`src/verilog/status_clear_pkg.sv`:
```
// shared constants for the status clear block
package status_clear_pkg;
    // register byte offsets
    localparam logic [7:0] OFS_STD_EVT  = 8'h00;
    localparam logic [7:0] OFS_OPR_EVT  = 8'h04;
    localparam logic [7:0] OFS_MEAS_EVT = 8'h08;
    localparam logic [7:0] OFS_QUES_EVT = 8'h0c;
    localparam logic [7:0] OFS_STD_ENA  = 8'h10;
    localparam logic [7:0] OFS_OPR_ENA  = 8'h14;
    localparam logic [7:0] OFS_MEAS_ENA = 8'h18;
    localparam logic [7:0] OFS_QUES_ENA = 8'h1c;
    localparam logic [7:0] OFS_CMD      = 8'h20;
    localparam logic [7:0] OFS_ERRQ     = 8'h24;
    localparam logic [7:0] OFS_OUTQ     = 8'h28;
    localparam logic [7:0] OFS_SUMMARY  = 8'h2c;
    localparam logic [7:0] OFS_IRQ_STAT = 8'h30;
    localparam logic [7:0] OFS_IRQ_MASK = 8'h34;
    // command codes written to the command register
    localparam logic [3:0] CMD_NONE       = 4'h0;
    localparam logic [3:0] CMD_CLEAR_EVT  = 4'h1;
    localparam logic [3:0] CMD_STAT_PRE   = 4'h2;
    localparam logic [3:0] CMD_STAT_QCLR  = 4'h3;
    localparam logic [3:0] CMD_SYS_QCLR   = 4'h4;
    localparam logic [3:0] CMD_SYS_PRESET = 4'h5;
    localparam logic [3:0] CMD_DEV_RESET  = 4'h6;
    // summary word field positions
    localparam int SUM_MEAS = 0;
    localparam int SUM_ERR  = 2;
    localparam int SUM_QUES = 3;
    localparam int SUM_MSG  = 4;
    localparam int SUM_STD  = 5;
    localparam int SUM_OPR  = 7;
    // interrupt status bits
    localparam int IRQ_EVT     = 0;
    localparam int IRQ_ERR     = 1;
    localparam int IRQ_CMDDONE = 2;
    localparam logic [2:0] IRQ_RESET = 3'h0;
    localparam logic [15:0] REG_RESET = 16'h0000;
endpackage

```
`src/verilog/event_latch.sv`:
```
// one sticky event register with clear
`timescale 1ns/100ps
module event_latch #(
    parameter int WIDTH = 16
) (
    // clock and reset
    input  wire logic             clk_sys,
    input  wire logic             sys_rst,
    input  wire logic             clkEn,
    // events and clear
    input  wire logic [WIDTH-1:0] eventIn,
    input  wire logic             clear,
    // state
    output logic      [WIDTH-1:0] bits
);
    logic [WIDTH-1:0] bits_q;
    logic [WIDTH-1:0] bits_d;
    // a new event in the clearing cycle survives
    assign bits_d = (clear ? '0 : bits_q) | eventIn;
    always_ff @(posedge clk_sys) begin
        if (sys_rst)
            bits_q <= '0;
        else if (clkEn)
            bits_q <= bits_d;
    end
    assign bits = bits_q;
endmodule

```
`src/verilog/error_queue.sv`:
```
// small error message queue with flush
`timescale 1ns/100ps
module error_queue #(
    parameter int WIDTH = 16,
    parameter int DEPTH = 8
) (
    // clock and reset
    input  wire logic             clk_sys,
    input  wire logic             sys_rst,
    input  wire logic             clkEn,
    // push side
    input  wire logic             pushValid,
    input  wire logic [WIDTH-1:0] pushData,
    // pop side
    input  wire logic             pop,
    input  wire logic             flush,
    output logic      [WIDTH-1:0] headData,
    output logic                  notEmpty,
    output logic                  overflow
);
    localparam int AW = $clog2(DEPTH);
    logic [WIDTH-1:0] mem [DEPTH];
    logic [AW-1:0]    wr_q;
    logic [AW-1:0]    rd_q;
    logic [AW:0]      cnt_q;
    logic [WIDTH-1:0] head_q;
    wire  full     = (cnt_q == (AW+1)'(DEPTH));
    wire  doPop    = pop && cnt_q != '0;
    wire  doPush   = pushValid && !full;
    // a full queue drops new messages and flags it
    assign overflow = pushValid && full;
    always_ff @(posedge clk_sys) begin
        if (sys_rst) begin
            wr_q  <= '0;
            rd_q  <= '0;
            cnt_q <= '0;
        end else if (clkEn) begin
            if (flush) begin
                wr_q  <= '0;
                rd_q  <= '0;
                cnt_q <= '0;
            end else begin
                if (doPush)
                    wr_q <= AW'(wr_q + 1'b1);
                if (doPop)
                    rd_q <= AW'(rd_q + 1'b1);
                cnt_q <= (AW+1)'(cnt_q + doPush - doPop);
            end
        end
    end
    always_ff @(posedge clk_sys) begin
        if (clkEn && doPush && !flush)
            mem[wr_q] <= pushData;
    end
    always_ff @(posedge clk_sys) begin
        if (sys_rst)
            head_q <= '0;
        else if (clkEn)
            head_q <= (cnt_q == '0) ? '0 : mem[rd_q];
    end
    assign headData = head_q;
    assign notEmpty = cnt_q != '0;
endmodule

```
`src/verilog/status_clear_logic.sv`:
```
// status register set clear and reset logic with wishbone slave
// What this block does
// - everything zero and error queue empty after reset
// - writing zero to an enable clears it
// - preset and device reset leave status alone
// - event clear zeroes all four event registers
// - status preset zeroes three enable registers
// - standard enable survives preset and event clear
// - status preset keeps error queue contents
// - two distinct commands each flush error queue
// - event bits stick until explicitly cleared
// - reading standard events clears them
//
// The Wishbone slave port and the placing of the registers were decided locally.
`timescale 1ns/100ps
module status_clear_logic #(
    parameter int WIDTH   = 16,
    parameter int Q_DEPTH = 8
) (
    // clock, reset, enable
    input  wire logic             clk_sys,
    input  wire logic             sys_rst,
    input  wire logic             clkEn,
    // wishbone slave
    input  wire logic             wb_cyc_i,
    input  wire logic             wb_stb_i,
    input  wire logic             wb_we_i,
    input  wire logic [7:0]       wb_adr_i,
    input  wire logic [3:0]       wb_sel_i,
    input  wire logic [31:0]      wb_dat_i,
    output logic      [31:0]      wb_dat_o,
    output logic                  wb_ack_o,
    output logic                  wb_err_o,
    // instrument events
    input  wire logic [WIDTH-1:0] stdEvent,
    input  wire logic [WIDTH-1:0] oprEvent,
    input  wire logic [WIDTH-1:0] measEvent,
    input  wire logic [WIDTH-1:0] quesEvent,
    // error messages
    input  wire logic             errPush,
    input  wire logic [WIDTH-1:0] errData,
    // output queue level
    input  wire logic             outQueueNotEmpty,
    output logic                  outQueueClear,
    // command pulses to the rest of the instrument
    output logic                  sysPresetPulse,
    output logic                  devResetPulse,
    // summaries and interrupt
    output logic      [7:0]       summary,
    output logic                  irq
);
    typedef enum logic [1:0] {IDLE, EXEC, DONE} cmd_state_e;
    cmd_state_e state_q;
    cmd_state_e state_d;

    logic [WIDTH-1:0] stdEna_q;
    logic [WIDTH-1:0] oprEna_q;
    logic [WIDTH-1:0] measEna_q;
    logic [WIDTH-1:0] quesEna_q;
    logic [3:0]       cmd_q;
    logic             ack_q;
    logic             err_q;
    logic [31:0]      rdat_q;
    logic [2:0]       irqStat_q;
    logic [2:0]       irqMask_q;
    logic             stdPrev_q;
    logic             errPrev_q;
    logic             sysPre_q;
    logic             devRst_q;

    wire [WIDTH-1:0] stdBits;
    wire [WIDTH-1:0] oprBits;
    wire [WIDTH-1:0] measBits;
    wire [WIDTH-1:0] quesBits;
    wire [WIDTH-1:0] errHead;
    wire             errNotEmpty;
    wire             errOverflow;

    // bus decode: a request is served once, ack drops the next cycle
    wire req      = wb_cyc_i && wb_stb_i && !ack_q && !err_q;
    // commands are held off while one is in flight
    wire busy     = state_q != IDLE;
    wire wrLow    = wb_sel_i[0];
    wire wrHigh   = wb_sel_i[1];
    wire hitStdEv = wb_adr_i == status_clear_pkg::OFS_STD_EVT;
    wire hitOprEv = wb_adr_i == status_clear_pkg::OFS_OPR_EVT;
    wire hitMeaEv = wb_adr_i == status_clear_pkg::OFS_MEAS_EVT;
    wire hitQueEv = wb_adr_i == status_clear_pkg::OFS_QUES_EVT;
    wire hitStdEn = wb_adr_i == status_clear_pkg::OFS_STD_ENA;
    wire hitOprEn = wb_adr_i == status_clear_pkg::OFS_OPR_ENA;
    wire hitMeaEn = wb_adr_i == status_clear_pkg::OFS_MEAS_ENA;
    wire hitQueEn = wb_adr_i == status_clear_pkg::OFS_QUES_ENA;
    wire hitCmd   = wb_adr_i == status_clear_pkg::OFS_CMD;
    wire hitErrQ  = wb_adr_i == status_clear_pkg::OFS_ERRQ;
    wire hitOutQ  = wb_adr_i == status_clear_pkg::OFS_OUTQ;
    wire hitSum   = wb_adr_i == status_clear_pkg::OFS_SUMMARY;
    wire hitIStat = wb_adr_i == status_clear_pkg::OFS_IRQ_STAT;
    wire hitIMask = wb_adr_i == status_clear_pkg::OFS_IRQ_MASK;
    wire mapped   = hitStdEv | hitOprEv | hitMeaEv | hitQueEv | hitStdEn | hitOprEn
                  | hitMeaEn | hitQueEn | hitCmd | hitErrQ | hitOutQ | hitSum
                  | hitIStat | hitIMask;
    // a command write while busy is refused with an error cycle
    wire cmdRefuse = req && wb_we_i && hitCmd && busy;
    wire accept    = req && mapped && !cmdRefuse;
    wire wrAcc     = accept && wb_we_i;
    wire rdAcc     = accept && !wb_we_i;
    wire cmdWrite  = wrAcc && hitCmd && wrLow;
    wire [3:0] newCmd = wb_dat_i[3:0];

    // command decode while executing
    wire execNow   = state_q == EXEC;
    wire doEvClr   = execNow && cmd_q == status_clear_pkg::CMD_CLEAR_EVT;
    wire doStatPre = execNow && cmd_q == status_clear_pkg::CMD_STAT_PRE;
    wire doQFlush  = execNow && (cmd_q == status_clear_pkg::CMD_STAT_QCLR
                              || cmd_q == status_clear_pkg::CMD_SYS_QCLR);
    wire doSysPre  = execNow && cmd_q == status_clear_pkg::CMD_SYS_PRESET;
    wire doDevRst  = execNow && cmd_q == status_clear_pkg::CMD_DEV_RESET;
    // reading the standard event register empties it
    wire stdRdClr  = rdAcc && hitStdEv;
    wire errPop    = rdAcc && hitErrQ;

    event_latch #(.WIDTH(WIDTH)) u_std (
        .clk_sys(clk_sys), .sys_rst(sys_rst), .clkEn(clkEn),
        .eventIn(stdEvent), .clear(doEvClr || stdRdClr), .bits(stdBits));
    event_latch #(.WIDTH(WIDTH)) u_opr (
        .clk_sys(clk_sys), .sys_rst(sys_rst), .clkEn(clkEn),
        .eventIn(oprEvent), .clear(doEvClr), .bits(oprBits));
    event_latch #(.WIDTH(WIDTH)) u_meas (
        .clk_sys(clk_sys), .sys_rst(sys_rst), .clkEn(clkEn),
        .eventIn(measEvent), .clear(doEvClr), .bits(measBits));
    event_latch #(.WIDTH(WIDTH)) u_ques (
        .clk_sys(clk_sys), .sys_rst(sys_rst), .clkEn(clkEn),
        .eventIn(quesEvent), .clear(doEvClr), .bits(quesBits));

    // preset leaves the queue untouched: only the two flush commands reach it
    error_queue #(.WIDTH(WIDTH), .DEPTH(Q_DEPTH)) u_errq (
        .clk_sys(clk_sys), .sys_rst(sys_rst), .clkEn(clkEn),
        .pushValid(errPush), .pushData(errData),
        .pop(errPop), .flush(doQFlush),
        .headData(errHead), .notEmpty(errNotEmpty), .overflow(errOverflow));

    // command sequencer: one cycle to execute, one to settle
    always_comb begin
        state_d = state_q;
        unique case (state_q)
            IDLE: if (cmdWrite && newCmd != status_clear_pkg::CMD_NONE) state_d = EXEC;
            EXEC: state_d = DONE;
            DONE: state_d = IDLE;
        endcase
    end

    always_ff @(posedge clk_sys) begin
        if (sys_rst) begin
            state_q <= IDLE;
            cmd_q   <= status_clear_pkg::CMD_NONE;
        end else if (clkEn) begin
            state_q <= state_d;
            if (state_q == IDLE && cmdWrite)
                cmd_q <= newCmd;
        end
    end

    // enable registers: standard enable only moves by its own write
    wire [WIDTH-1:0] wmask = {{(WIDTH-8){wrHigh}}, {8{wrLow}}};
    wire [WIDTH-1:0] wval  = wb_dat_i[WIDTH-1:0];
    function automatic logic [WIDTH-1:0] merge(input logic [WIDTH-1:0] old);
        merge = (old & ~wmask) | (wval & wmask);
    endfunction

    always_ff @(posedge clk_sys) begin
        if (sys_rst) begin
            stdEna_q  <= status_clear_pkg::REG_RESET;
            oprEna_q  <= status_clear_pkg::REG_RESET;
            measEna_q <= status_clear_pkg::REG_RESET;
            quesEna_q <= status_clear_pkg::REG_RESET;
        end else if (clkEn) begin
            if (wrAcc && hitStdEn)
                stdEna_q <= merge(stdEna_q);
            if (doStatPre)
                oprEna_q <= status_clear_pkg::REG_RESET;
            else if (wrAcc && hitOprEn)
                oprEna_q <= merge(oprEna_q);
            if (doStatPre)
                measEna_q <= status_clear_pkg::REG_RESET;
            else if (wrAcc && hitMeaEn)
                measEna_q <= merge(measEna_q);
            if (doStatPre)
                quesEna_q <= status_clear_pkg::REG_RESET;
            else if (wrAcc && hitQueEn)
                quesEna_q <= merge(quesEna_q);
        end
    end

    // summaries are live, not latched, so a read clear drops them at once
    wire [7:0] sumLive;
    assign sumLive[status_clear_pkg::SUM_MEAS] = |(measBits & measEna_q);
    assign sumLive[1]                          = 1'b0;
    assign sumLive[status_clear_pkg::SUM_ERR]  = errNotEmpty;
    assign sumLive[status_clear_pkg::SUM_QUES] = |(quesBits & quesEna_q);
    assign sumLive[status_clear_pkg::SUM_MSG]  = outQueueNotEmpty;
    assign sumLive[status_clear_pkg::SUM_STD]  = |(stdBits & stdEna_q);
    assign sumLive[6]                          = 1'b0;
    assign sumLive[status_clear_pkg::SUM_OPR]  = |(oprBits & oprEna_q);

    // interrupt sources: rising standard summary, new error, command finished
    wire [2:0] irqSet;
    assign irqSet[status_clear_pkg::IRQ_EVT]     = sumLive[status_clear_pkg::SUM_STD] && !stdPrev_q;
    assign irqSet[status_clear_pkg::IRQ_ERR]     = (errNotEmpty && !errPrev_q) || errOverflow;
    assign irqSet[status_clear_pkg::IRQ_CMDDONE] = state_q == DONE;
    wire [2:0] irqClr = (wrAcc && hitIStat && wrLow) ? wb_dat_i[2:0] : 3'h0;

    always_ff @(posedge clk_sys) begin
        if (sys_rst) begin
            irqStat_q <= status_clear_pkg::IRQ_RESET;
            irqMask_q <= status_clear_pkg::IRQ_RESET;
            stdPrev_q <= 1'b0;
            errPrev_q <= 1'b0;
        end else if (clkEn) begin
            irqStat_q <= (irqStat_q & ~irqClr) | irqSet;
            if (wrAcc && hitIMask && wrLow)
                irqMask_q <= wb_dat_i[2:0];
            stdPrev_q <= sumLive[status_clear_pkg::SUM_STD];
            errPrev_q <= errNotEmpty;
        end
    end

    // read mux; bits above the register width read zero
    wire [31:0] rdMux =
          hitStdEv ? 32'(stdBits)  : hitOprEv ? 32'(oprBits)   : hitMeaEv ? 32'(measBits)
        : hitQueEv ? 32'(quesBits) : hitStdEn ? 32'(stdEna_q)  : hitOprEn ? 32'(oprEna_q)
        : hitMeaEn ? 32'(measEna_q): hitQueEn ? 32'(quesEna_q)
        : hitCmd   ? {30'h0, busy, 1'b0} | 32'({cmd_q, 2'b00}) : hitErrQ ? 32'(errHead)
        : hitOutQ  ? {31'h0, outQueueNotEmpty} : hitSum ? {24'h0, sumLive}
        : hitIStat ? {29'h0, irqStat_q} : hitIMask ? {29'h0, irqMask_q} : 32'h0;

    always_ff @(posedge clk_sys) begin
        if (sys_rst) begin
            ack_q    <= 1'b0;
            err_q    <= 1'b0;
            rdat_q   <= 32'h0;
            sysPre_q <= 1'b0;
            devRst_q <= 1'b0;
        end else if (clkEn) begin
            ack_q    <= accept;
            err_q    <= req && !accept;
            if (rdAcc)
                rdat_q <= rdMux;
            // these only signal the rest of the instrument
            sysPre_q <= doSysPre;
            devRst_q <= doDevRst;
        end
    end

    assign wb_ack_o       = ack_q;
    assign wb_err_o       = err_q;
    assign wb_dat_o       = rdat_q;
    assign outQueueClear  = 1'b0;
    assign sysPresetPulse = sysPre_q;
    assign devResetPulse  = devRst_q;
    assign summary        = sumLive;
    assign irq            = |(irqStat_q & irqMask_q);
endmodule

```
`config.mk`:
```
export PLATFORM = sky130hd
export DESIGN_NAME = status_clear_logic
export DESIGN_NICKNAME = d
export VERILOG_FILES = /design/src/verilog/status_clear_pkg.sv /design/src/verilog/event_latch.sv /design/src/verilog/error_queue.sv /design/src/verilog/status_clear_logic.sv
export SDC_FILE = /design/constraint.sdc
export NUM_CORES = 1
export LEC_CHECK = 0
export BUFFER_PORTS_ARGS = -buffer_cell sky130_fd_sc_hd__buf_4
export CORE_MARGIN = 2
export CORE_UTILIZATION = 45
export CTS_CLUSTER_SIZE = 12
export DETAILED_ROUTE_END_ITERATION = 10
export GPL_TIMING_DRIVEN = 0
export HOLD_SLACK_MARGIN = 0.06
export MAX_ROUTING_LAYER = met4
export PLACE_DENSITY = 0.61
export SYNTH_ARGS = -nofsm -noshare
export SYNTH_HDL_FRONTEND = slang
export SYNTH_HIERARCHICAL = 1
export SYNTH_SLANG_ARGS = --single-unit
```
`constraint.sdc`:
```
create_clock -name clk_sys -period 3.44 [get_ports clk_sys]
set_input_delay 0.344 -clock clk_sys [delete_from_list [all_inputs] [get_ports clk_sys]]
set_output_delay 0.344 -clock clk_sys [all_outputs]
set_load 0.05 [all_outputs]
```
Word level (Yosys, flattened, before mapping)
Memory sizes are Yosys's and may differ from the RTL's. A register that Yosys moved wholly into a read port is not among the register bits.
Index checks and enable logic that the tools add are counted.

word-level totals
  RAM bits = 128
  input bits = 132
  bits in registers = 204
  word-level logic and storage cells = 199
  memories kept = 1

operators by class
  bitwise gates (word level) = 36
  equality and inequality tests = 23
  $add $sub $neg = 4
  mux-type cells = 37
  reduce and logical (&&, ||, !) cells = 75

memory list
  name        depth  width  rd ports  clocked after memory_dff  wr ports  RTL line           text
  u_errq.mem  8      16     1         1                         1         error_queue.sv:22  logic [WIDTH-1:0] mem [DEPTH];

operators by type and width
  operator             count
  $mux 16              21
  $and 16x16->16       9
  $or 16x16->16        8
  $reduce_or 16->1     4
  $eq 8x6->1 const B   6
  $logic_and 1x1->1    37
  $eq 8x5->1 const B   4
  $mux 3               9
  $reduce_and 2->1     10
  $eq 8x4->1 const B   2
  $mux 8               2
  $not 16->16          1
  $or 1x1->1           13
  $eq 4x3->1 const B   3
  $reduce_bool 2->1    6
  $logic_not 1->1      9
  $eq 4x2->1 const B   2
  $eq 8x3->1 const B   1
  $logic_not 8->1      1
  $reduce_bool 4->1    2
  $add 3x1->3 const B  2
  $and 3x3->3          2
  $or 2x6->6           1
  $pmux 2 s3           1
  other kinds (16)     19

Logic depth before layout (Yosys ltp)
Gate-level depths: netlist (run 1).

  depth after elaboration = 23
  depth in mapped cells = 14
  mapped depth without buffers = 12

Hierarchy
The synthesis (run 1) kept the hierarchy.

by module, submodules not included
  module              area each (µm²)  cells each  times used
  error_queue         6074.6           370         1
  status_clear_logic  5949.5           685         1
  event_latch         718.2            72          4

Worst setup path after synthesis (run 1)
OpenSTA, ideal clock, no wires.

  path kind = register to register
  from = register state_q[1]
  to = memory u_errq.mem[0][0] (enable)
  stages on the path, launching flop included = 8
  setup slack = 457 ps
  arrival time = 2574 ps
  path buffers = 0
  required time = 3031 ps
  period minus slack after synthesis = 2983 ps
  cells stage by stage = dfxtp_1 > inv_1 > ha_1 > nand2b_1 > nor2_1 > nand2b_1 > or3_1 > nor3_1

between the ends
  word-level cells in the longest chain between the ends = 6

RTL lines
  item                          RTL line                   text
  from (decl)                   status_clear_logic.sv:53   cmd_state_e state_q;
  from (signal assigned)        status_clear_logic.sv:157  state_q <= state_d;
  $eq 2x1->1                    status_clear_logic.sv:111  wire execNow = state_q == EXEC;
  $logic_and 1x1->1             status_clear_logic.sv:114  wire doQFlush = execNow && (cmd_q == status_clear_pkg::CMD_STAT_QCLR
  net doQFlush                  status_clear_logic.sv:114
  $logic_not 1->1               error_queue.sv:52          if (clkEn && doPush && !flush)
  $logic_and 1x1->1             error_queue.sv:52
  $mux 1                        error_queue.sv:52
  $mux 1 (not written as such)  error_queue.sv:53          mem[wr_q] <= pushData;
  to (decl)                     error_queue.sv:22

The timed path passes the listed nets, and every way through them passes these cells.

Worst setup path after layout (run 1)
  from = register state_q[1]
  to = memory u_errq.mem[0][13] (enable)

Same word-level chain as after synthesis.

==> results of run 1 <==
[state kept, by name, summed over array words and instances (netlist names), 2 cells and up, named ones only]
signal and cells:
cmd_q 4, u_meas/bits 16, wb_dat_o 16, u_errq/wr_q 3, u_errq/cnt_q 4, u_errq/headData 16, irqMask_q 3, measEna_q 16
u_errq/mem 128, irqStat_q 3, oprEna_q 16, u_errq/rd_q 3, quesEna_q 16, state_q 2, u_ques/bits 16, u_opr/bits 16
u_std/bits 16
[per-stage QoR]
step	instance area (sq um)	total power [mW]	TNS (ns)
floorplan	14960	4.586	0
global placement	16520	4.923	-58.02
detailed placement	16680	4.933	0
CTS	17930	8.555	0
global route	17940	8.777	0
finish	17940	8.519	0
[area by class of cell]
cell class,count,share of cell area [%]
multi-input combinational,902,36.22
sequential,319,42.74
clock buffer,48,5.552
timing repair buffer,156,6.968
inverter,23,0.4813
tap,442,3.083
clock inverter,15,0.7393
buffer,117,4.213
[final timing paths]
check | startpoint | endpoint | slack [ns] | cells past startpoint
worst min-delay path | errData[9] | u_errq/mem[1][9] | 0.08 | 1
worst max register to register | state_q[1] | u_errq/mem[0][13] | 0.25 | 8
worst min register to register | wb_dat_o[7] | wb_dat_o[7] | 0.47 | 2
worst max-delay path | state_q[1] | u_errq/mem[0][13] | 0.25 | 8
[placed cells by master (no fill, tap or decap), types with 31 or more instances in the layout]
cell	n
dfxtp_1	191
buf_4	166
nand2_1	142
edfxtp_1	128
mux2i_1	87
nand2b_1	67
a21oi_1	61
nor2_1	58
a32o_1	56
o21ai_0	45
clkbuf_1	44
a22oi_1	44
o22ai_2	40
clkbuf_16	36
o22ai_1	31
[what timing repair did]
| action | 4_1_cts | 5_1_grt |
|---|---|---|
| hold buffers | 12 | 0 |
| endpoints found under the hold margin | 91 | 0 |
| setup buffers | 0 | 0 |
| setup endpoints to repair | 0 | 3 |
| resized for setup | 0 | 1 |
[critical path: stages (launching register included)]
cell and delay (ns):
dfxtp_1 0.35, inv_1 0.07, ha_1 0.21, nand2b_1 0.22, nor2_1 0.26, nand2b_1 0.31, or3_1 0.45, nor3_2 0.65
buf_4 0.35
[kinds of logic after synthesis]
logic type                 count (synthesis)
AOI/OAI and AO/OA                        389
and+or+nand+nor                          384
DFF                                      319
buffers and inverters                    140
muxes                                     97
adders and majority gates                 11
xor gates and xnor gates                   2
other                                      1
[report_power, final]
group	internal, mW	switching [mW]
clock	2.12	1.52
combinational	0.294	0.443
sequential	4.03	0.116
total	6.44	2.08
[metal layers]
layer	GRT usage (%)	vias to the layer above	wire, um
met1	42.97	5929	22630
met3	7.083	105	5535
met4	9.827	0	1761
met2	43.55	599	21680
met5	-	-	0
li1	-	5519	-
==> summary.txt, run 1 <==
Synthesis
  – Post-Synth Simple-Gate Area: 13.74%
  – Top-count cell post-synth: dfxtp_1
  – Share of flip-flops with an asynchronous set or reset: 0%
  – Syn Inst Count: ~1300
  – XOR/XNOR Fraction of Synth Area: 0.1176%
  – Commonest register cell after synthesis: dfxtp_1
  – Number of synthesized flops with an enable pin: 128
  – Register area share after synthesis: 51.47%
  – Main combinational cell family by area after synthesis: compound AO/OA/AOI/OAI gates
  – Yosys cell types: 85
  – Syn avg cell area: about 11 sq um
  – Mux cell area share after synthesis: between 7 and 8%
  – Post-Synth Adder-Cell Area: 0.9743%
  – Synth top cells by count: dfxtp_1, nand2_1, edfxtp_1
  – Synth area leaders: edfxtp_1, dfxtp_1, mux2i_1, a32o_1, nand2_1
  – Cell taking the most area after synthesis: edfxtp_1
  – Compound-Gate Fraction of Synth Area: 20.89%
  – Synth warn: 6
  – Synthesized flop and latch total: 319
  – Yosys top cell area share: between 20% and 30%
  – Mapped Area: 14900 sq um

GRT
  – Initial antenna violation count: 0
  – Vias in the first global route: 11590
  – First-pass GRT wire length: 75.08 mm
  – GRT Residual Overflow: 0
  – GRT Total Usage: 30.58%
  – Largest net degree at the start of global routing: 24

Timing
  – Worst-Margin Slew: between 0.8 and 0.9 ns
  – Final critical-path share of the clock period: between 90% and 100%
  – Maximum operating frequency: 313.4 MHz
  – Slew Viols, Final: 0
  – Final worst path period need: around 3.2 ns
  – Clock skew: 0.02004 ns
  – Final hold vios: 0
  – RSZ-0062 raised after global routing: false
  – Final WS setup: 0.2496 ns
  – Max transition margin: 41.61%
  – Fin Hold WS: 0.08199 ns
  – Final setup violation count: 0

Clock network
  – Htree depth: 2
  – Clock Latency Late Sink: roughly 0.53 ns
  – Sink Count: 319
  – CTS tree: yes
  – CTS Root Cell: clkbuf_16
  – Number of CTS-inserted buffers: 36
  – Clock transition at path regs: ~0.06 ns
  – Clock Path Buffers: 3

Floorplan
  – FP Rows: 66
  – IO Count: 178
  – Core area: 32540 sq um
  – Die area: 34580 sq um
  – Die H: 185.9 um
  – Initial core utilization: a little under half
  – Die X-Extent: 185.9 um

Finish
  – Sequential Area: 7667 sq um
  – Core Util, Final: 55.13%
  – Footprint of the multi-input gates: 6497 sq um
  – Filler Cells Inserted: 2928
  – Finished Layout Cells: 2022
  – Share of cells above drive strength 1: about a quarter
  – Antenna Cells: 0
  – Final-stage net count: approximately 1700
  – Area growth, synth to finish: 20.42%

Run
  – Max cap viols: 0

Critical path
  – Startpoint Class: flop
  – WP data arrival: 3.40 ns
  – Worst Path Max Fanout: 9
  – Worst setup path class: reg2reg
  – Kind of end point of the critical path: flop
  – WP data required: 3.65 ns

Drt
  – DR pass1 iterations: 6
  – Violation count after the first detailed-route iteration: 1470
  – Total Routed Length: 51.61 mm
  – Routed wire per std cell: 25.52 um
  – Via count: 12150
  – Vias per cell: 6.010
  – DRC errors left: 0
  – Final antenna-violating net count: 0

Hold path
  – HP Class: in2reg

Placed design
  – Hpwl dp: 39.47 mm
  – DP Worst Slack: 0.009023 ns
  – Cells after DPL: 1947
  – Gpl congestion: about 1
  – Port Buffers: between 100 and 150

Pwr
  – Worst vdd ir: 385.1 uV
  – PD cells: 474.9 nW/um^2
  – Leakage: roughly 6.3 nW

Run status
  – Status: completed
No activity file was read; power rests on OpenSTA's default activity.
==> run 2, diff against run 1 <==
RECOVER_POWER = 100   (was default)
==> run 2 against run 1 <==
Setup slack got worse by 0.017 ns. Final cell count did not move. Design area fell by 2.7%. Via count rose by 0.49%. Flip-flop and latch count did not move. Power fell by 0.40%. Combinational power fell by 3.8%. Fmax fell by 0.51%. Critical path depth did not move. Non-clock buffer count did not move. Die area did not move. Worst hold slack improved by 0.0086 ns.
==> summary.txt, run 2 (synthesis gave the netlist of run 1 again) <==
Timing
  – Final setup violation count: 0 (unchanged)
  – Slew Viols, Final: 0 (unchanged)
  – Worst-Margin Slew: 1.262 ns (was 0.8726 ns)
  – Fin Hold WS: 0.09061 ns (was 0.08199 ns)
  – Final hold vios: 0 (unchanged)
  – RSZ-0062 raised after global routing: false (unchanged)
  – Post-route setup TNS: 0 ns (unchanged)
  – Maximum operating frequency: 311.8 MHz (was 313.4 MHz)
  – Final worst path period need: 3.207 ns (was 3.190 ns)
  – Final critical-path share of the clock period: 93.22% (was 92.74%)
  – Max transition margin: 15.21% (was 41.61%)
  – Clock skew: 0.02249 ns (was 0.02004 ns)

Run status
  – Status: completed (unchanged)

Placed design
  – Gpl congestion: 0.9782 (unchanged)
  – Port Buffers: 134 (unchanged)
  – Hpwl dp: 39.47 mm (unchanged)
  – Cells after DPL: 1947 (unchanged)

GRT
  – Largest net degree at the start of global routing: 24 (unchanged)
  – Vias in the first global route: 11590 (unchanged)
  – GRT Total Usage: 30.58% (unchanged)
  – Initial antenna violation count: 0 (unchanged)
  – First-pass GRT wire length: 75.08 mm (unchanged)
  – GRT Residual Overflow: 0 (unchanged)

Clock network
  – Clock Path Buffers: 3 (unchanged)
  – CTS Root Cell: clkbuf_16 (unchanged)
  – Htree depth: 2 (unchanged)
  – Sink Count: 319 (unchanged)
  – CTS tree: yes (unchanged)
  – Setup Buffers After CTS: 0 (unchanged)
  – Number of CTS-inserted buffers: 36 (unchanged)
  – Clock transition at path regs: 0.05 ns (was 0.06 ns)
  – Clock Latency Late Sink: 0.53 ns (about the same)

Floorplan
  – FP Rows: 66 (unchanged)
  – Die H: 185.9 um (unchanged)
  – Core area: 32540 sq um (unchanged)
  – Die X-Extent: 185.9 um (unchanged)
  – IO Count: 178 (unchanged)
  – Die area: 34580 sq um (unchanged)
  – Initial core utilization: 45.79% (unchanged)

Drt
  – Violation count after the first detailed-route iteration: 1556 (was 1470)
  – Routed wire per std cell: 25.49 um (was 25.52 um)
  – Vias per cell: 6.040 (was 6.010)
  – DR pass1 iterations: 6 (unchanged)
  – Total Routed Length: 51.54 mm (was 51.61 mm)
  – DRC errors left: 0 (unchanged)
  – Final antenna-violating net count: 0 (unchanged)
  – Via count: 12210 (was 12150)

Critical path
  – WP data required: 3.62 ns (was 3.65 ns)
  – Worst setup path class: reg2reg (unchanged)
  – Worst Path Max Fanout: 9 (unchanged)
  – Kind of end point of the critical path: flop (unchanged)
  – Startpoint Class: flop (unchanged)
  – WP data arrival: 3.39 ns (was 3.40 ns)

Finish
  – Filler Cells Inserted: 3035 (was 2928)
  – Commonest non-fill, non-tap cells in the layout: dfxtp_1, nand2_1, edfxtp_1 (was dfxtp_1, buf_4, nand2_1)
  – Area growth, synth to finish: 17.20% (was 20.42%)
  – Core Util, Final: 53.66% (was 55.13%)
  – Most common cell after layout, fill and taps aside: dfxtp_1 (unchanged)
  – Finished Layout Cells: 2022 (unchanged)
  – Share of cells above drive strength 1: 19.11% (was 24.56%)
  – Antenna Cells: 0 (unchanged)
  – Largest Register: u_errq/mem (unchanged)
  – Final-stage net count: 1698 (unchanged)
  – Max FFs per register: 128 (unchanged)

Pwr
  – Worst vdd ir: 383.3 uV (was 385.1 uV)
  – PD cells: 486.0 nW/um^2 (was 474.9 nW/um^2)
  – Leakage: 6.076 nW (was 6.343 nW)

Hold path
  – HP Class: in2reg (unchanged)

Run
  – Max cap viols: 0 (unchanged)
[run 2: layout make-up]
cell class                      instances  area [sq um]  area share (%)
Timing Repair Buffer                  156          1035           5.927
Inverter                               23         86.33          0.4945
Buffer                                117         661.9           3.791
Clock inverter                         15         132.6          0.7596
Multi-Input combinational cell        902          6327           36.24
Clock buffer                           48         996.0           5.704
Sequential cell                       319          7667           43.92
Tap cell                              442         553.0           3.168
[run 2: worst paths after layout]
check / startpoint / to / slack [ns] / depth (start not counted)
max reg2reg: state_q[1] / u_errq/mem[2][13] / 0.23 / 8
max: state_q[1] / u_errq/mem[2][13] / 0.23 / 8
min: oprEvent[14] / u_opr/bits[14] / 0.09 / 3
min reg2reg: wb_dat_o[7] / wb_dat_o[7] / 0.47 / 2
[run 2: where the power goes]
part | internal [mW] | switching, mW | total (mW)
sequential | 4.03 | 0.117 | 4.15
combinational | 0.273 | 0.436 | 0.709
clock | 2.12 | 1.51 | 3.63
[run 2: worst max-delay path: stages, from the launching register on]
cell      delay (ns)
dfxtp_1         0.35
inv_1           0.07
ha_1            0.21
nand2b_1        0.21
nor2_1          0.26
nor2_1          0.41
nand3_1         0.25
nor3_2          0.67
clkbuf_2        0.45
[run 2: layer usage]
| metal | GRT usage (%) | part of all wire [%] |
|---|---|---|
| met1 | 42.97 | 44 |
| met4 | 9.827 | 3.4 |
| met2 | 43.55 | 42 |
| met3 | 7.083 | 10 |
| met5 | - | 0 |
[run 2: repair_timing]
action / in CTS / in global routing
hold buffers: 12 / 0
hold endpoints to repair: 91 / 0
setup endpoints to repair: 0 / 3
gates resized for setup: 0 / 1
[run 2: metrics by stage]
step / total power, mW / setup slack, ns / instance area, sq um
after detailed placement: 4.933 / 0.009023 / 16680
final: 8.485 / 0.2331 / 17460
after floorplan: 4.586 / 0.4568 / 14960
after CTS: 8.555 / 0.2306 / 17930
after global routing: 8.748 / 0.008826 / 17460
after global placement: 4.923 / -1.052 / 16520
